**src/isu_pkg.sv**
```systemverilog
// Package of constants for the interrupt status and side-pin unit.
// Assumes an 8-bit register port driven by a serial-interface front end on REF_CLK.
package isu_pkg;
   // ********************************
   // Register offsets
   // ********************************
   localparam logic [7:0] ADDR_IRQ_MASK = 8'h22;
   localparam logic [7:0] ADDR_EVENT_FLAGS = 8'h23;
   localparam logic [7:0] ADDR_LIVE_FLAGS = 8'h24;
   localparam logic [7:0] ADDR_AUX_CONFIG = 8'h25;
   localparam logic [7:0] ADDR_AUX_SELECTS = 8'h26;
   localparam logic [7:0] ADDR_RESET_KEY = 8'h3f;
   // ********************************
   // Values and fields
   // ********************************
   localparam logic [7:0] RESET_KEY_VALUE = 8'hde;
   localparam logic [7:0] IRQ_MASK_RESET = 8'h08;
   localparam logic [7:0] ZERO_BYTE = 8'h00;
   localparam logic [3:0] HOOKUP_SIDE_A = 4'h1;
   localparam logic [3:0] HOOKUP_SIDE_B = 4'h2;
   localparam logic [3:0] HOOKUP_SIDE_C = 4'h3;
   localparam logic [3:0] SEL_STATUS_BASE = 4'h8;
   localparam logic [3:0] SEL_STATUS_LAST = 4'hb;
   localparam int BIT_SHORT = 7;
   localparam int BIT_RESET_SEEN = 6;
   localparam int BIT_NEAR = 6;
   localparam int BIT_PRESENCE = 5;
   localparam int BIT_CAL = 4;
   localparam int BIT_SAMPLING = 3;
   localparam int BIT_STYLUS_DOWN = 3;
   localparam int BIT_STYLUS_UP = 2;
   localparam int BIT_WARN = 1;
   localparam int BIT_ALARM = 0;
   localparam int EN_PIN_A = 6;
   localparam int EN_PIN_B = 5;
   localparam int EN_PIN_C = 4;
endpackage

```
**src/isu_sync.sv**
```systemverilog
// Two-stage synchroniser for a bus of pin-level inputs.
// Assumes inputs are quasi-static levels from outside the REF_CLK domain.
`timescale 1ns/1ps
module isu_sync #(
   parameter int WIDTH = 8
) (
   input wire logic clk, // Sampling clock
   input wire logic rst_n, // Async reset, low
   input wire logic ce, // Clock enable
   input wire logic [WIDTH-1:0] d, // Asynchronous levels
   output logic [WIDTH-1:0] q // Synchronised levels
);
   logic [WIDTH-1:0] meta;
   logic [WIDTH-1:0] next_meta;
   logic [WIDTH-1:0] next_q;

   // First stage feeds only the second stage
   always_comb begin
      next_meta = ce ? d : meta;
      next_q = ce ? meta : q;
   end

   always_ff @(posedge clk or negedge rst_n) begin
      if (!rst_n) begin
         meta <= '0;
         q <= '0;
      end else begin
         meta <= next_meta;
         q <= next_q;
      end
   end
endmodule

```
**src/isu_pin_mux.sv**
```systemverilog
// Side-pin source selector: one registered output bit and its drive enable.
// Assumes selector and gating are registered upstream on the same clock.
`timescale 1ns/1ps
module isu_pin_mux (
   input wire logic clk, // System clock
   input wire logic rst_n, // Async reset, low
   input wire logic ce, // Clock enable
   input wire logic [3:0] sel, // Source select code
   input wire logic [7:0] events, // Event flags
   input wire logic [7:0] live, // Live flags
   input wire logic drive_en, // Configured enable
   input wire logic blocked, // Pin taken by another use
   output logic pin_o, // Pin level
   output logic pin_oe // Pin drive enable
);
   logic next_pin_o;
   logic next_pin_oe;

   // Codes past the status range read as zero
   always_comb begin
      next_pin_o = pin_o;
      next_pin_oe = pin_oe;
      if (ce) begin
         if (!sel[3]) begin
            next_pin_o = events[sel[2:0]];
         end else if (sel <= isu_pkg::SEL_STATUS_LAST) begin
            next_pin_o = live[sel[1:0]];
         end else begin
            next_pin_o = 1'b0;
         end
         next_pin_oe = drive_en && !blocked;
      end
   end

   always_ff @(posedge clk or negedge rst_n) begin
      if (!rst_n) begin
         pin_o <= 1'b0;
         pin_oe <= 1'b0;
      end else begin
         pin_o <= next_pin_o;
         pin_oe <= next_pin_oe;
      end
   end
endmodule

```
**src/isu_top.sv**
```systemverilog
// Interrupt sources, live status, side-pin routing and keyed soft reset.
// Assumes a same-clock register port (strobes one cycle) from the serial front end,
// and sensing inputs arriving asynchronously from the analog/sequencer side.
`timescale 1ns/1ps
module isu_top (
   input wire logic REF_CLK, // System clock 125 MHz
   input wire logic RESETN, // Async reset, low
   input wire logic CE, // Clock enable, freezes state when low
   input wire logic [7:0] REG_ADDR, // Register address
   input wire logic [7:0] REG_WDATA, // Write data
   input wire logic REG_WR, // Write strobe, one cycle
   input wire logic REG_RD, // Read strobe, one cycle
   output logic [7:0] REG_RDATA, // Read data, valid cycle after strobe
   input wire logic MOTOR_SHORT_LIVE, // Haptics short present (async)
   input wire logic OBJECT_NEAR_RAW, // Proximity close from sensing (async)
   input wire logic [7:0] PRESENCE_AVERAGE_RAW, // Averaged proximity value
   input wire logic CALIBRATION_BUSY, // Calibration executing (async)
   input wire logic SAMPLING_ACTIVE_FLAG, // Any conversion running (async)
   input wire logic PRESENCE_SAMPLE_KIND, // 1 when running conversion is proximity
   input wire logic STYLUS_DOWN_LIVE, // Pen down (async)
   input wire logic HEAT_WARNING_LIVE, // Above warning threshold (async)
   input wire logic HEAT_ALARM_LIVE, // Above alarm threshold (async)
   input wire logic PRESENCE_EVENT_CHOICE, // 1 selects sample done for bit 5
   input wire logic HEAT_WARNING_EDGE_CHOICE, // 1 selects falling edge
   input wire logic HEAT_ALARM_EDGE_CHOICE, // 1 selects falling edge
   input wire logic STYLUS_DETECT_MODE, // Pen-detect mode active
   input wire logic PANEL_WIRING_TYPE, // Touchscreen type setting
   input wire logic [3:0] PRESENCE_SENSOR_HOOKUP, // Sensor connection field
   input wire logic [3:0] PRESENCE_SHIELD_HOOKUP, // Shield connection field
   output logic IRQ, // Host interrupt, high active
   output logic CALIBRATION_REQUEST, // One-cycle compensation request
   output logic SOFT_RESET_PULSE, // One-cycle chip reset request
   output logic [7:0] PRESENCE_AVERAGE_VALUE, // Held averaged proximity
   output logic SIDE_PIN_A_O, // Pin A level
   output logic SIDE_PIN_A_OE, // Pin A drive enable
   output logic SIDE_PIN_B_O, // Pin B level
   output logic SIDE_PIN_B_OE, // Pin B drive enable
   output logic SIDE_PIN_C_O, // Pin C level
   output logic SIDE_PIN_C_OE // Pin C drive enable
);
   // ********************************
   // Input synchronisation
   // ********************************
   localparam int NLIVE = 8;
   logic [NLIVE-1:0] raw_in;
   logic [NLIVE-1:0] sync_in;
   logic [7:0] avg_sync;
   assign raw_in = {MOTOR_SHORT_LIVE, OBJECT_NEAR_RAW, CALIBRATION_BUSY, SAMPLING_ACTIVE_FLAG,
                    PRESENCE_SAMPLE_KIND, STYLUS_DOWN_LIVE, HEAT_WARNING_LIVE, HEAT_ALARM_LIVE};

   isu_sync #(.WIDTH(NLIVE)) u_sync (
      .clk(REF_CLK),
      .rst_n(RESETN),
      .ce(CE),
      .d(raw_in),
      .q(sync_in)
   );

   // Average may tear across bits; it is only sampled, never decoded
   isu_sync #(.WIDTH(8)) u_sync_avg (
      .clk(REF_CLK),
      .rst_n(RESETN),
      .ce(CE),
      .d(PRESENCE_AVERAGE_RAW),
      .q(avg_sync)
   );

   logic s_short, s_near, s_cal, s_conv, s_kind, s_pen, s_warn, s_alarm;
   assign {s_short, s_near, s_cal, s_conv, s_kind, s_pen, s_warn, s_alarm} = sync_in;

   // ********************************
   // Register state
   // ********************************
   logic [7:0] irq_mask, next_irq_mask;
   logic [7:0] irq_event_flags, next_irq_event_flags;
   logic [7:0] aux_pin_output_config, next_aux_pin_output_config;
   logic [7:0] aux_pin_output_selects, next_aux_pin_output_selects;
   logic reset_occurred_flag, next_reset_occurred_flag;
   logic cal_request_pending, next_cal_request_pending;
   logic object_near_live, next_object_near_live;
   logic [7:0] next_avg;
   logic [7:0] prev_live, next_prev_live;
   logic last_conv_prox, next_last_conv_prox;
   logic [7:0] next_rdata;
   logic next_irq, next_cal_req, next_soft_reset;
   logic [7:0] live_condition_flags;
   logic [7:0] event_hits;
   logic soft_reset;

   // Key write restores defaults the cycle after
   assign soft_reset = REG_WR && (REG_ADDR == isu_pkg::ADDR_RESET_KEY)
                       && (REG_WDATA == isu_pkg::RESET_KEY_VALUE);

   function automatic logic wr_hit(input logic [7:0] a);
      wr_hit = REG_WR && (REG_ADDR == a);
   endfunction

   function automatic logic rd_hit(input logic [7:0] a);
      rd_hit = REG_RD && (REG_ADDR == a);
   endfunction

   // ********************************
   // Live flags and edge detection
   // ********************************
   always_comb begin
      live_condition_flags = isu_pkg::ZERO_BYTE;
      live_condition_flags[isu_pkg::BIT_SHORT] = s_short;
      live_condition_flags[isu_pkg::BIT_RESET_SEEN] = reset_occurred_flag;
      live_condition_flags[isu_pkg::BIT_PRESENCE] = object_near_live;
      live_condition_flags[isu_pkg::BIT_CAL] = s_cal || cal_request_pending;
      live_condition_flags[isu_pkg::BIT_SAMPLING] = s_conv;
      live_condition_flags[isu_pkg::BIT_STYLUS_UP] = s_pen;
      live_condition_flags[isu_pkg::BIT_WARN] = s_warn;
      live_condition_flags[isu_pkg::BIT_ALARM] = s_alarm;
   end

   // Edges are taken from the previous live image, so events follow the reported bits
   always_comb begin
      logic rise_near, fall_near, conv_end;
      rise_near = live_condition_flags[isu_pkg::BIT_PRESENCE] && !prev_live[isu_pkg::BIT_PRESENCE];
      fall_near = !live_condition_flags[isu_pkg::BIT_PRESENCE] && prev_live[isu_pkg::BIT_PRESENCE];
      conv_end = !s_conv && prev_live[isu_pkg::BIT_SAMPLING];
      event_hits = isu_pkg::ZERO_BYTE;
      event_hits[isu_pkg::BIT_SHORT] = s_short && !prev_live[isu_pkg::BIT_SHORT];
      event_hits[isu_pkg::BIT_NEAR] = rise_near;
      event_hits[isu_pkg::BIT_PRESENCE] = PRESENCE_EVENT_CHOICE ? (conv_end && last_conv_prox)
                                          : fall_near;
      event_hits[isu_pkg::BIT_CAL] = !live_condition_flags[isu_pkg::BIT_CAL]
                                     && prev_live[isu_pkg::BIT_CAL];
      event_hits[isu_pkg::BIT_STYLUS_DOWN] = STYLUS_DETECT_MODE
                                             ? (s_pen && !prev_live[isu_pkg::BIT_STYLUS_UP])
                                             : (conv_end && !last_conv_prox);
      event_hits[isu_pkg::BIT_STYLUS_UP] = !s_pen && prev_live[isu_pkg::BIT_STYLUS_UP];
      event_hits[isu_pkg::BIT_WARN] = HEAT_WARNING_EDGE_CHOICE
                                      ? (!s_warn && prev_live[isu_pkg::BIT_WARN])
                                      : (s_warn && !prev_live[isu_pkg::BIT_WARN]);
      event_hits[isu_pkg::BIT_ALARM] = HEAT_ALARM_EDGE_CHOICE
                                       ? (!s_alarm && prev_live[isu_pkg::BIT_ALARM])
                                       : (s_alarm && !prev_live[isu_pkg::BIT_ALARM]);
   end

   // ********************************
   // Next-state of registers
   // ********************************
   always_comb begin
      next_irq_mask = irq_mask;
      next_irq_event_flags = irq_event_flags;
      next_aux_pin_output_config = aux_pin_output_config;
      next_aux_pin_output_selects = aux_pin_output_selects;
      next_reset_occurred_flag = reset_occurred_flag;
      next_cal_request_pending = cal_request_pending;
      next_object_near_live = object_near_live;
      next_avg = PRESENCE_AVERAGE_VALUE;
      next_prev_live = prev_live;
      next_last_conv_prox = last_conv_prox;
      next_rdata = REG_RDATA;
      next_irq = IRQ;
      next_cal_req = CALIBRATION_REQUEST;
      next_soft_reset = SOFT_RESET_PULSE;
      if (CE) begin
         next_prev_live = live_condition_flags;
         if (s_conv) begin
            next_last_conv_prox = s_kind;
         end
         // Hold proximity and its average while the pen is down
         if (!s_pen) begin
            next_object_near_live = s_near;
            next_avg = avg_sync;
         end
         // Request stays pending until the sequencer reports it busy
         if (s_cal) begin
            next_cal_request_pending = 1'b0;
         end
         next_cal_req = 1'b0;
         if (wr_hit(isu_pkg::ADDR_LIVE_FLAGS) && REG_WDATA[isu_pkg::BIT_CAL]) begin
            next_cal_request_pending = 1'b1;
            next_cal_req = 1'b1;
         end
         if (wr_hit(isu_pkg::ADDR_IRQ_MASK)) next_irq_mask = REG_WDATA;
         if (wr_hit(isu_pkg::ADDR_AUX_CONFIG)) next_aux_pin_output_config = REG_WDATA;
         if (wr_hit(isu_pkg::ADDR_AUX_SELECTS)) next_aux_pin_output_selects = REG_WDATA;
         // Read clears, but an event in the same cycle survives
         if (rd_hit(isu_pkg::ADDR_EVENT_FLAGS)) begin
            next_irq_event_flags = event_hits;
         end else begin
            next_irq_event_flags = irq_event_flags | event_hits;
         end
         if (rd_hit(isu_pkg::ADDR_LIVE_FLAGS)) next_reset_occurred_flag = 1'b0;
         unique case (REG_ADDR)
            isu_pkg::ADDR_IRQ_MASK: next_rdata = irq_mask;
            isu_pkg::ADDR_EVENT_FLAGS: next_rdata = irq_event_flags;
            isu_pkg::ADDR_LIVE_FLAGS: next_rdata = live_condition_flags;
            isu_pkg::ADDR_AUX_CONFIG: next_rdata = aux_pin_output_config;
            isu_pkg::ADDR_AUX_SELECTS: next_rdata = aux_pin_output_selects;
            default: next_rdata = isu_pkg::ZERO_BYTE;
         endcase
         if (!REG_RD) next_rdata = REG_RDATA;
         next_irq = |(next_irq_event_flags & next_irq_mask);
         next_soft_reset = soft_reset;
         if (soft_reset) begin
            next_irq_mask = isu_pkg::IRQ_MASK_RESET;
            next_irq_event_flags = isu_pkg::ZERO_BYTE;
            next_aux_pin_output_config = isu_pkg::ZERO_BYTE;
            next_aux_pin_output_selects = isu_pkg::ZERO_BYTE;
            next_cal_request_pending = 1'b0;
            next_cal_req = 1'b0;
            next_reset_occurred_flag = 1'b1;
            next_irq = 1'b0;
         end
      end
   end

   // Reset flag starts at one: power-up is itself a reset
   always_ff @(posedge REF_CLK or negedge RESETN) begin
      if (!RESETN) begin
         irq_mask <= isu_pkg::IRQ_MASK_RESET;
         irq_event_flags <= isu_pkg::ZERO_BYTE;
         aux_pin_output_config <= isu_pkg::ZERO_BYTE;
         aux_pin_output_selects <= isu_pkg::ZERO_BYTE;
         reset_occurred_flag <= 1'b1;
         cal_request_pending <= 1'b0;
         object_near_live <= 1'b0;
         PRESENCE_AVERAGE_VALUE <= isu_pkg::ZERO_BYTE;
         prev_live <= isu_pkg::ZERO_BYTE;
         last_conv_prox <= 1'b0;
         REG_RDATA <= isu_pkg::ZERO_BYTE;
         IRQ <= 1'b0;
         CALIBRATION_REQUEST <= 1'b0;
         SOFT_RESET_PULSE <= 1'b0;
      end else begin
         irq_mask <= next_irq_mask;
         irq_event_flags <= next_irq_event_flags;
         aux_pin_output_config <= next_aux_pin_output_config;
         aux_pin_output_selects <= next_aux_pin_output_selects;
         reset_occurred_flag <= next_reset_occurred_flag;
         cal_request_pending <= next_cal_request_pending;
         object_near_live <= next_object_near_live;
         PRESENCE_AVERAGE_VALUE <= next_avg;
         prev_live <= next_prev_live;
         last_conv_prox <= next_last_conv_prox;
         REG_RDATA <= next_rdata;
         IRQ <= next_irq;
         CALIBRATION_REQUEST <= next_cal_req;
         SOFT_RESET_PULSE <= next_soft_reset;
      end
   end

   // ********************************
   // Side pins
   // ********************************
   logic block_a, block_b, block_c;
   assign block_a = PANEL_WIRING_TYPE || (PRESENCE_SENSOR_HOOKUP == isu_pkg::HOOKUP_SIDE_A);
   assign block_b = (PRESENCE_SENSOR_HOOKUP == isu_pkg::HOOKUP_SIDE_B);
   assign block_c = PANEL_WIRING_TYPE || (PRESENCE_SHIELD_HOOKUP == isu_pkg::HOOKUP_SIDE_C);

   isu_pin_mux u_pin_a (
      .clk(REF_CLK), .rst_n(RESETN), .ce(CE),
      .sel(aux_pin_output_config[3:0]),
      .events(irq_event_flags), .live(live_condition_flags),
      .drive_en(aux_pin_output_config[isu_pkg::EN_PIN_A]), .blocked(block_a),
      .pin_o(SIDE_PIN_A_O), .pin_oe(SIDE_PIN_A_OE)
   );

   isu_pin_mux u_pin_b (
      .clk(REF_CLK), .rst_n(RESETN), .ce(CE),
      .sel(aux_pin_output_selects[7:4]),
      .events(irq_event_flags), .live(live_condition_flags),
      .drive_en(aux_pin_output_config[isu_pkg::EN_PIN_B]), .blocked(block_b),
      .pin_o(SIDE_PIN_B_O), .pin_oe(SIDE_PIN_B_OE)
   );

   isu_pin_mux u_pin_c (
      .clk(REF_CLK), .rst_n(RESETN), .ce(CE),
      .sel(aux_pin_output_selects[3:0]),
      .events(irq_event_flags), .live(live_condition_flags),
      .drive_en(aux_pin_output_config[isu_pkg::EN_PIN_C]), .blocked(block_c),
      .pin_o(SIDE_PIN_C_O), .pin_oe(SIDE_PIN_C_OE)
   );

   // ********************************
   // Checks
   // ********************************
   AST_SHORT_EVENT: assert property (@(posedge REF_CLK) disable iff (!RESETN)
      CE && event_hits[isu_pkg::BIT_SHORT] && !soft_reset |=> irq_event_flags[isu_pkg::BIT_SHORT])
      else $error("short event not latched");
   AST_NEAR_EVENT: assert property (@(posedge REF_CLK) disable iff (!RESETN)
      CE && !soft_reset && $rose(object_near_live) |=> irq_event_flags[isu_pkg::BIT_NEAR])
      else $error("near event not latched");
   AST_STYLUS_UP: assert property (@(posedge REF_CLK) disable iff (!RESETN)
      CE && !soft_reset && !s_pen && prev_live[isu_pkg::BIT_STYLUS_UP]
      |=> irq_event_flags[isu_pkg::BIT_STYLUS_UP])
      else $error("stylus up event lost");
   AST_RESET_FLAG_CLEAR: assert property (@(posedge REF_CLK) disable iff (!RESETN)
      CE && REG_RD && REG_ADDR == isu_pkg::ADDR_LIVE_FLAGS && !soft_reset |=> !reset_occurred_flag)
      else $error("reset flag not cleared by read");
   AST_CAL_REQUEST: assert property (@(posedge REF_CLK) disable iff (!RESETN)
      CE && REG_WR && REG_ADDR == isu_pkg::ADDR_LIVE_FLAGS && REG_WDATA[isu_pkg::BIT_CAL] && !soft_reset
      |=> CALIBRATION_REQUEST && live_condition_flags[isu_pkg::BIT_CAL])
      else $error("calibration request not raised");
   AST_MASK_WRITE: assert property (@(posedge REF_CLK) disable iff (!RESETN)
      CE && REG_WR && REG_ADDR == isu_pkg::ADDR_IRQ_MASK && !soft_reset |=> irq_mask == $past(REG_WDATA))
      else $error("mask write not taken");
   AST_FREEZE: assert property (@(posedge REF_CLK) disable iff (!RESETN)
      CE && s_pen |=> $stable(object_near_live))
      else $error("proximity changed with pen down");
   AST_IRQ: assert property (@(posedge REF_CLK) disable iff (!RESETN)
      CE |=> IRQ == |(irq_event_flags & irq_mask))
      else $error("irq does not match enabled flags");
   AST_READ_CLEAR: assert property (@(posedge REF_CLK) disable iff (!RESETN)
      CE && REG_RD && REG_ADDR == isu_pkg::ADDR_EVENT_FLAGS && event_hits == isu_pkg::ZERO_BYTE
      |=> irq_event_flags == isu_pkg::ZERO_BYTE)
      else $error("event flags not cleared by read");
   // Latched events may only drop through a read or a key reset
   AST_EVENT_HOLD: assert property (@(posedge REF_CLK) disable iff (!RESETN)
      CE && !soft_reset && !(REG_RD && REG_ADDR == isu_pkg::ADDR_EVENT_FLAGS)
      |=> (irq_event_flags & $past(irq_event_flags)) == $past(irq_event_flags))
      else $error("event flag lost without read");
   AST_SOFT_RESET: assert property (@(posedge REF_CLK) disable iff (!RESETN)
      CE && soft_reset |=> irq_mask == isu_pkg::IRQ_MASK_RESET && irq_event_flags == isu_pkg::ZERO_BYTE
      && reset_occurred_flag && SOFT_RESET_PULSE)
      else $error("key write did not restore defaults");
   AST_SOFT_PULSE: assert property (@(posedge REF_CLK) disable iff (!RESETN)
      CE && soft_reset ##1 CE && !soft_reset |=> !SOFT_RESET_PULSE)
      else $error("reset pulse longer than one cycle");
endmodule

```
**config.mk**
```make
export PLATFORM = sky130hd
export DESIGN_NAME = isu_top
export DESIGN_NICKNAME = d
export VERILOG_FILES = /design/src/isu_pkg.sv /design/src/isu_sync.sv /design/src/isu_pin_mux.sv /design/src/isu_top.sv
export SDC_FILE = /design/constraint.sdc
export NUM_CORES = 1
export LEC_CHECK = 0
export BUFFER_PORTS_ARGS = -buffer_cell sky130_fd_sc_hd__buf_4
export CAP_MARGIN = 20
export CORE_MARGIN = 1
export CORE_UTILIZATION = 50
export CTS_CLUSTER_SIZE = 10
export DETAILED_ROUTE_END_ITERATION = 16
export GPL_ROUTABILITY_DRIVEN = 0
export PLACE_DENSITY = 0.83
export SETUP_SLACK_MARGIN = 0.15
export SLEW_MARGIN = 20
export SYNTH_ARGS = -nofsm -noshare
export SYNTH_HDL_FRONTEND = slang
export SYNTH_SLANG_ARGS = --single-unit
```
**constraint.sdc**
```tcl
create_clock -name REF_CLK -period 2.1 [get_ports REF_CLK]
set_clock_uncertainty 0.2 [all_clocks]
set_input_delay 0.105 -clock REF_CLK [delete_from_list [all_inputs] [get_ports REF_CLK]]
set_output_delay 0.105 -clock REF_CLK [all_outputs]
set_load 0.05 [all_outputs]
```
* Word-level counts from Yosys, hierarchy flattened
Index checks and enable logic that the tools add are counted.
** Storage, ports and cells
- Register bits after elaboration :: 101
- Input port bits :: 50
- Output and inout port bits :: 25
** Operators by class
- $lt $le $gt $ge :: 9
- Eq/ne operators :: 10
- Muxes and demuxes :: 41
- Bitwise operators :: 3
- Reductions and logical operators :: 55
** Operators by type and width (count)
- 8-bit two-way mux :: 10
- 8-bit by 6-bit == test with 1-bit output, second input constant :: 6
- 8-bit one-hot mux with 5 select lines :: 1
- 1-bit logical AND :: 25
- 1-bit two-way mux :: 24
- 1-bit logical NOT :: 15
- 2-bit AND reduction :: 7
- 4-bit <= comparator, second input constant :: 3
- 2-bit by 4-bit < comparator with 1-bit output, second input constant :: 3
- 3-bit by 4-bit < comparator with 1-bit output, second input constant :: 3
- 1-bit binary-select mux with 3-bit select :: 3
- 8-bit AND :: 1
- 4-bit by 2-bit == test with 1-bit output, second input constant :: 2
- 8-bit == test, second input constant :: 1
- 8-bit OR :: 1
- 8-bit OR reduction :: 1
- 1-bit binary-select mux with 2-bit select :: 3
- 2-bit nonzero test :: 3
- 4-bit by 1-bit == test with 1-bit output, second input constant :: 1
- 1-bit logical OR :: 3
- 3-bit nonzero test :: 1
- 1-bit inverter :: 1

* Depth between registers and ports, before layout
- Depth after elaboration :: 10
- Mapped depth :: 9
- Mapped depth without buffers :: 6

* By module
Synthesis repeated with hierarchy kept, for this count alone.
** Unflattened totals
- Cells, all modules :: 384
- Area total of the unflattened synthesis :: 4894.7 µm²
** Modules (own cells, without submodules)
- isu_top :: times used 1, cells each 265, area an instance 3006.6 µm²
- isu_sync :: times used 2, cells each 34, area an instance 649.4 µm²
- isu_pin_mux :: times used 3, cells each 17, area an instance 196.4 µm²

* Worst setup path after synthesis
No wires, ideal clock.
- Path type :: input to register
- Start point :: input REG_ADDR[4]
- End point :: register IRQ
- Setup time :: 123 ps
- Data arrival time :: 1961 ps
- Required time :: 1777 ps
- Slack :: -184 ps
- Stages on the path :: 8
- Path through :: or4b_1 buf_2 nor3_1 buf_2 mux2_2 a22oi_1 and4_1 o2bb2ai_1
** Between the ends
- Longest elaborated chain between the ends :: 7
** Ends and longest elaborated chain
- start, declared :: RTL line isu_top.sv:9 : input wire logic [7:0] REG_ADDR,
- 8-bit by 6-bit == test with 1-bit output (on tied branches) :: RTL line isu_top.sv:99, isu_top.sv:95
- 1-bit logical AND (on tied branches) :: RTL line isu_top.sv:99, isu_top.sv:95
- 8-bit two-way mux (on tied branches) :: RTL line isu_top.sv:183, isu_top.sv:179
- 8-bit two-way mux :: RTL line isu_top.sv:160 : if (CE) begin
- 8-bit AND :: RTL line isu_top.sv:198 : next_irq = |(next_irq_event_flags & next_irq_mask);
- 8-bit OR reduction :: RTL line isu_top.sv:198
- 1-bit two-way mux (*) :: RTL line isu_top.sv:200 : if (soft_reset) begin
- end signal, assigned :: RTL line isu_top.sv:242 : IRQ <= next_irq;
- end, declared :: RTL line isu_top.sv:30 : output logic IRQ,
Every way passes the cells marked *; elsewhere a longest branch is shown, timed or not. The select of a mux whose other input is x is not followed.
A chain may end at the register's enable or synchronous reset.

* Worst setup path in the final report
- Start point :: input REG_ADDR[6]
- End point :: register IRQ
The elaborated chain is that of the path after synthesis.

==> impl_metrics.py <==
metrics = {
    "critical_path": {
        "cp_num_buf_inv": 1,
        "setup_slack_of_the_worst_register_to_register_path_ns": 0.21,
        "required_ns": 2.17,
        "worstReg2RegStart": "u_sync.q[2]",
        "critPathArrivalTime_ns": 2.07,
        "worst_r2r_path_depth": 5,
        "cp_slowest_cell": "or4b_4",
        "critPathCaptureType": "flip-flop",
        "worst-setup-path-type": "in2reg",
        "critical_path_peak_fanout": 5,
        "crit_path_max_incr_delay_ns": 0.58,
        "crit_path_launch_type": "primary input",
        "crit_family": "simple AND/OR/NAND/NOR gates",
        "path_cells": "buf_6, or4b_4, or3_4, a22o_1, a2111oi_2, and4_1, o2bb2ai_2",
        "rr_endpoint": "IRQ",
    },
    "placed_design": {
        "port-buffer-count": 74,
        "place.detailed.hpwl_um": 8840,
        "dpl_worst_slack_ns": -0.307,
        "postPlaceCellArea_sq_um": 5720,
    },
    "global_routing": {
        "globalRouteMet2Util_pct": 45.1,
        "grt_use_total_pct": 26.9,
        "use_met1_pct": 34.5,
        "global_route.peak_usage_layer": "met2",
        "overflow": 0,
        "antenna_found_initial": 0,
        "grt_pass1_vias": 4003,
        "groute.layer.met3.usage_pct": 4.15,
        "maximum_number_of_pins_on_one_net_before_global_route_repair": 45,
        "first_pass_grt_wire_length_um": 20200,
    },
    "final_layout": {
        "num-nets-final": 607,
        "most-common-layout-cells": "buf_4, dfrtp_1, nand2_1, mux2_2, dlygate4sd3_1",
        "sequential_cell_area_sq_um": 2510,
        "fraction_of_final_layout_cells_with_drive_strength_greater_than_1_pct": 38.3,
        "finish.utilization_pct": 68.2,
        "layout_commonest_cell": "buf_4",
        "total_area_of_multi_input_combinational_cells_sq_um": 2190,
        "fillers": 698,
        "syn2layout_area_growth_pct": 32.6,
        "layout.cell_area.non_filler_sq_um": 6300,
        "antenna_cells": 0,
    },
    "synthesis": {
        "synth_enable_flop_cells": 0,
        "synth_area_per_cell_sq_um": 11.4,
        "synth_nets": 466,
        "synth_sequential_area_ratio_pct": 52.7,
        "post_synth_instance_area_sq_um": 4760,
        "synth-async-reset-ratio_pct": 100,
        "synth_cells": 416,
        "synth_cell_type_count": 44,
        "synth_top_flop_cell": "dfrtp_1",
        "synth_seq_cells": 100,
        "synthesis.yosys.warnings": 0,
    },
    "power": {
        "p_leak_nw": 2.84,
        "total_power_mw": 4.82,
        "irDropWorstVdd_mv": 0.602,
        "cellPowerDensity_nw_per_um2": 764,
    },
    "floorplan": {
        "design.die.area_sq_um": 9910,
        "die-width_um": 99.5,
        "core_region_area_sq_um": 9240,
        "fp.dieH_um": 99.5,
        "start_util_pct": 51.5,
        "num_io_pins": 75,
        "fp-row-count": 35,
    },
    "sta": {
        "relSlewSlack_pct": 61.3,
        "timing.fmax_mhz": 500,
        "hold-worst-slack_ns": 0.0225,
        "final-hold-violation-count": 0,
        "timing.final.setup_violations": 0,
        "worst_slew_pin_slew_ns": 0.574,
        "fin_crit_sh_pct": 95.2,
        "rsz0062_at_grt": "yes",
        "min_period_ns": 2.00,
        "final.setup.worst_slack_ns": 0.101,
        "timing.final.max_slew_violations": 0,
    },
    "drt": {
        "viasPerCell": 5.86,
        "drtAntennaViolNets": 0,
        "total_via_count_after_detailed_routing": 4047,
        "drt-wirelength-per-cell_um": 18.7,
        "initialDrtViolationCount": 342,
        "detailed_route_wire_length_um": 12900,
        "drt_pass1_iterations": 5,
        "detail_route.drc_violations": 0,
    },
    "clocking": {
        "tritoncts": "yes",
        "root_cell_of_the_clock_tree": "clkbuf_8",
        "cts.path.max_buffers": 2,
        "number_of_buffers_created_by_cts": 9,
        "clk_latency_ns": 0.38,
        "clkTransAtPathRegs_ns": 0.10,
        "cts_num_sinks": 100,
        "h-tree-depth": 3,
    },
    "job": {
        "drv_cap": 0,
    },
    "worst_hold_path": {
        "hold-path-endpoint": "irq_event_flags[5]",
        "worst_hold_startpoint": "PRESENCE_EVENT_CHOICE",
        "worst_hold_path.num_cells": 3,
        "timing.hold.worst.class": "in2reg",
    },
    "run_status": {
        "outcome": "completed",
    },
}
[synthesized netlist by cell type (all sizes together) (6+ instances only)]
library cell / number / area, sq um
a22oi: 10 / 75.1
dfrtp: 98 / 2450
a22o: 18 / 158
clkbuf: 12 / 45.0
o21ai: 28 / 140
nor2: 14 / 52.6
mux2: 58 / 653
inv: 15 / 56.3
a21oi: 23 / 119
o31ai: 7 / 52.6
nand2: 61 / 229
buf: 6 / 26.3
mux4: 9 / 203
[registers in the layout, indices dropped and copies added (netlist names), 8 cells and up]
register / flops
aux_pin_output_selects: 8
PRESENCE_AVERAGE_VALUE: 8
u_sync.q: 8
aux_pin_output_config: 8
REG_RDATA: 8
u_sync_avg.meta: 8
irq_event_flags: 8
irq_mask: 8
u_sync_avg.q: 8
u_sync.meta: 8
[how the worst max path moves through the flow]
stage	to	slack [ns]	start	cells past startpoint
3_5_place_dp	IRQ	-0.31	REG_ADDR[4]	8
2_1_floorplan	IRQ	-0.13	REG_ADDR[4]	7
5_1_grt	IRQ	0.03	REG_ADDR[6]	7
6_report	IRQ	0.10	REG_ADDR[6]	7
4_1_cts	IRQ	0.11	REG_ADDR[4]	7
3_3_place_gp	IRQ	-0.25	REG_ADDR[4]	7
[per-layer routing]
layer,wire (um),vias to the layer above
met3,1190,51
met4,406,0
met5,0,-
met2,6240,245
li1,-,1812
met1,5060,1939
[kinds of logic after synthesis]
logic type | count (synthesis) | share of synthesized area (%)
AND/OR/NAND/NOR | 112 | 11.9
AO/OA/AOI/OAI | 104 | 14.7
flip-flops | 100 | 52.7
multiplexers | 67 | 18.0
buffers and inverters | 33 | 2.68
[timing repair]
item	in CTS	in global routing
hold buffers	34	0
gates resized for setup	2	8
setup buffers	0	1
hold endpoints to repair	120	0
pin swaps	0	6
setup endpoints to repair	1	2
gates cloned	0	0
[area by class of cell]
cell class	count	area share, %
sequential	100	39.7
multi-input combinational	283	34.7
timing repair buffer	148	19.1
tap	129	2.56
clock buffer	9	1.96
clock inverter	7	1.03
inverter	15	0.893
[through the flow]
step	TNS, ns	cells
floorplan	-0.128	416
global placement	-0.325	640
detailed placement	-0.427	640
CTS	0	690
global route	0	691
finish	0	691
[worst min-delay path, stage by stage]
cell	delay, ns
buf_4	0.09
o311ai_0	0.14
a22o_1	0.21
[where the power goes]
group / switching [mW] / internal [mW] / leakage, nW / total (mW)
sequential: 0.229 / 2.16 / 1.25 / 2.39
combinational: 0.645 / 0.580 / 1.48 / 1.22
clock: 0.738 / 0.462 / 0.0995 / 1.20
total: 1.61 / 3.21 / 2.84 / 4.82
Note: power is estimated with default switching activity, not from simulation.
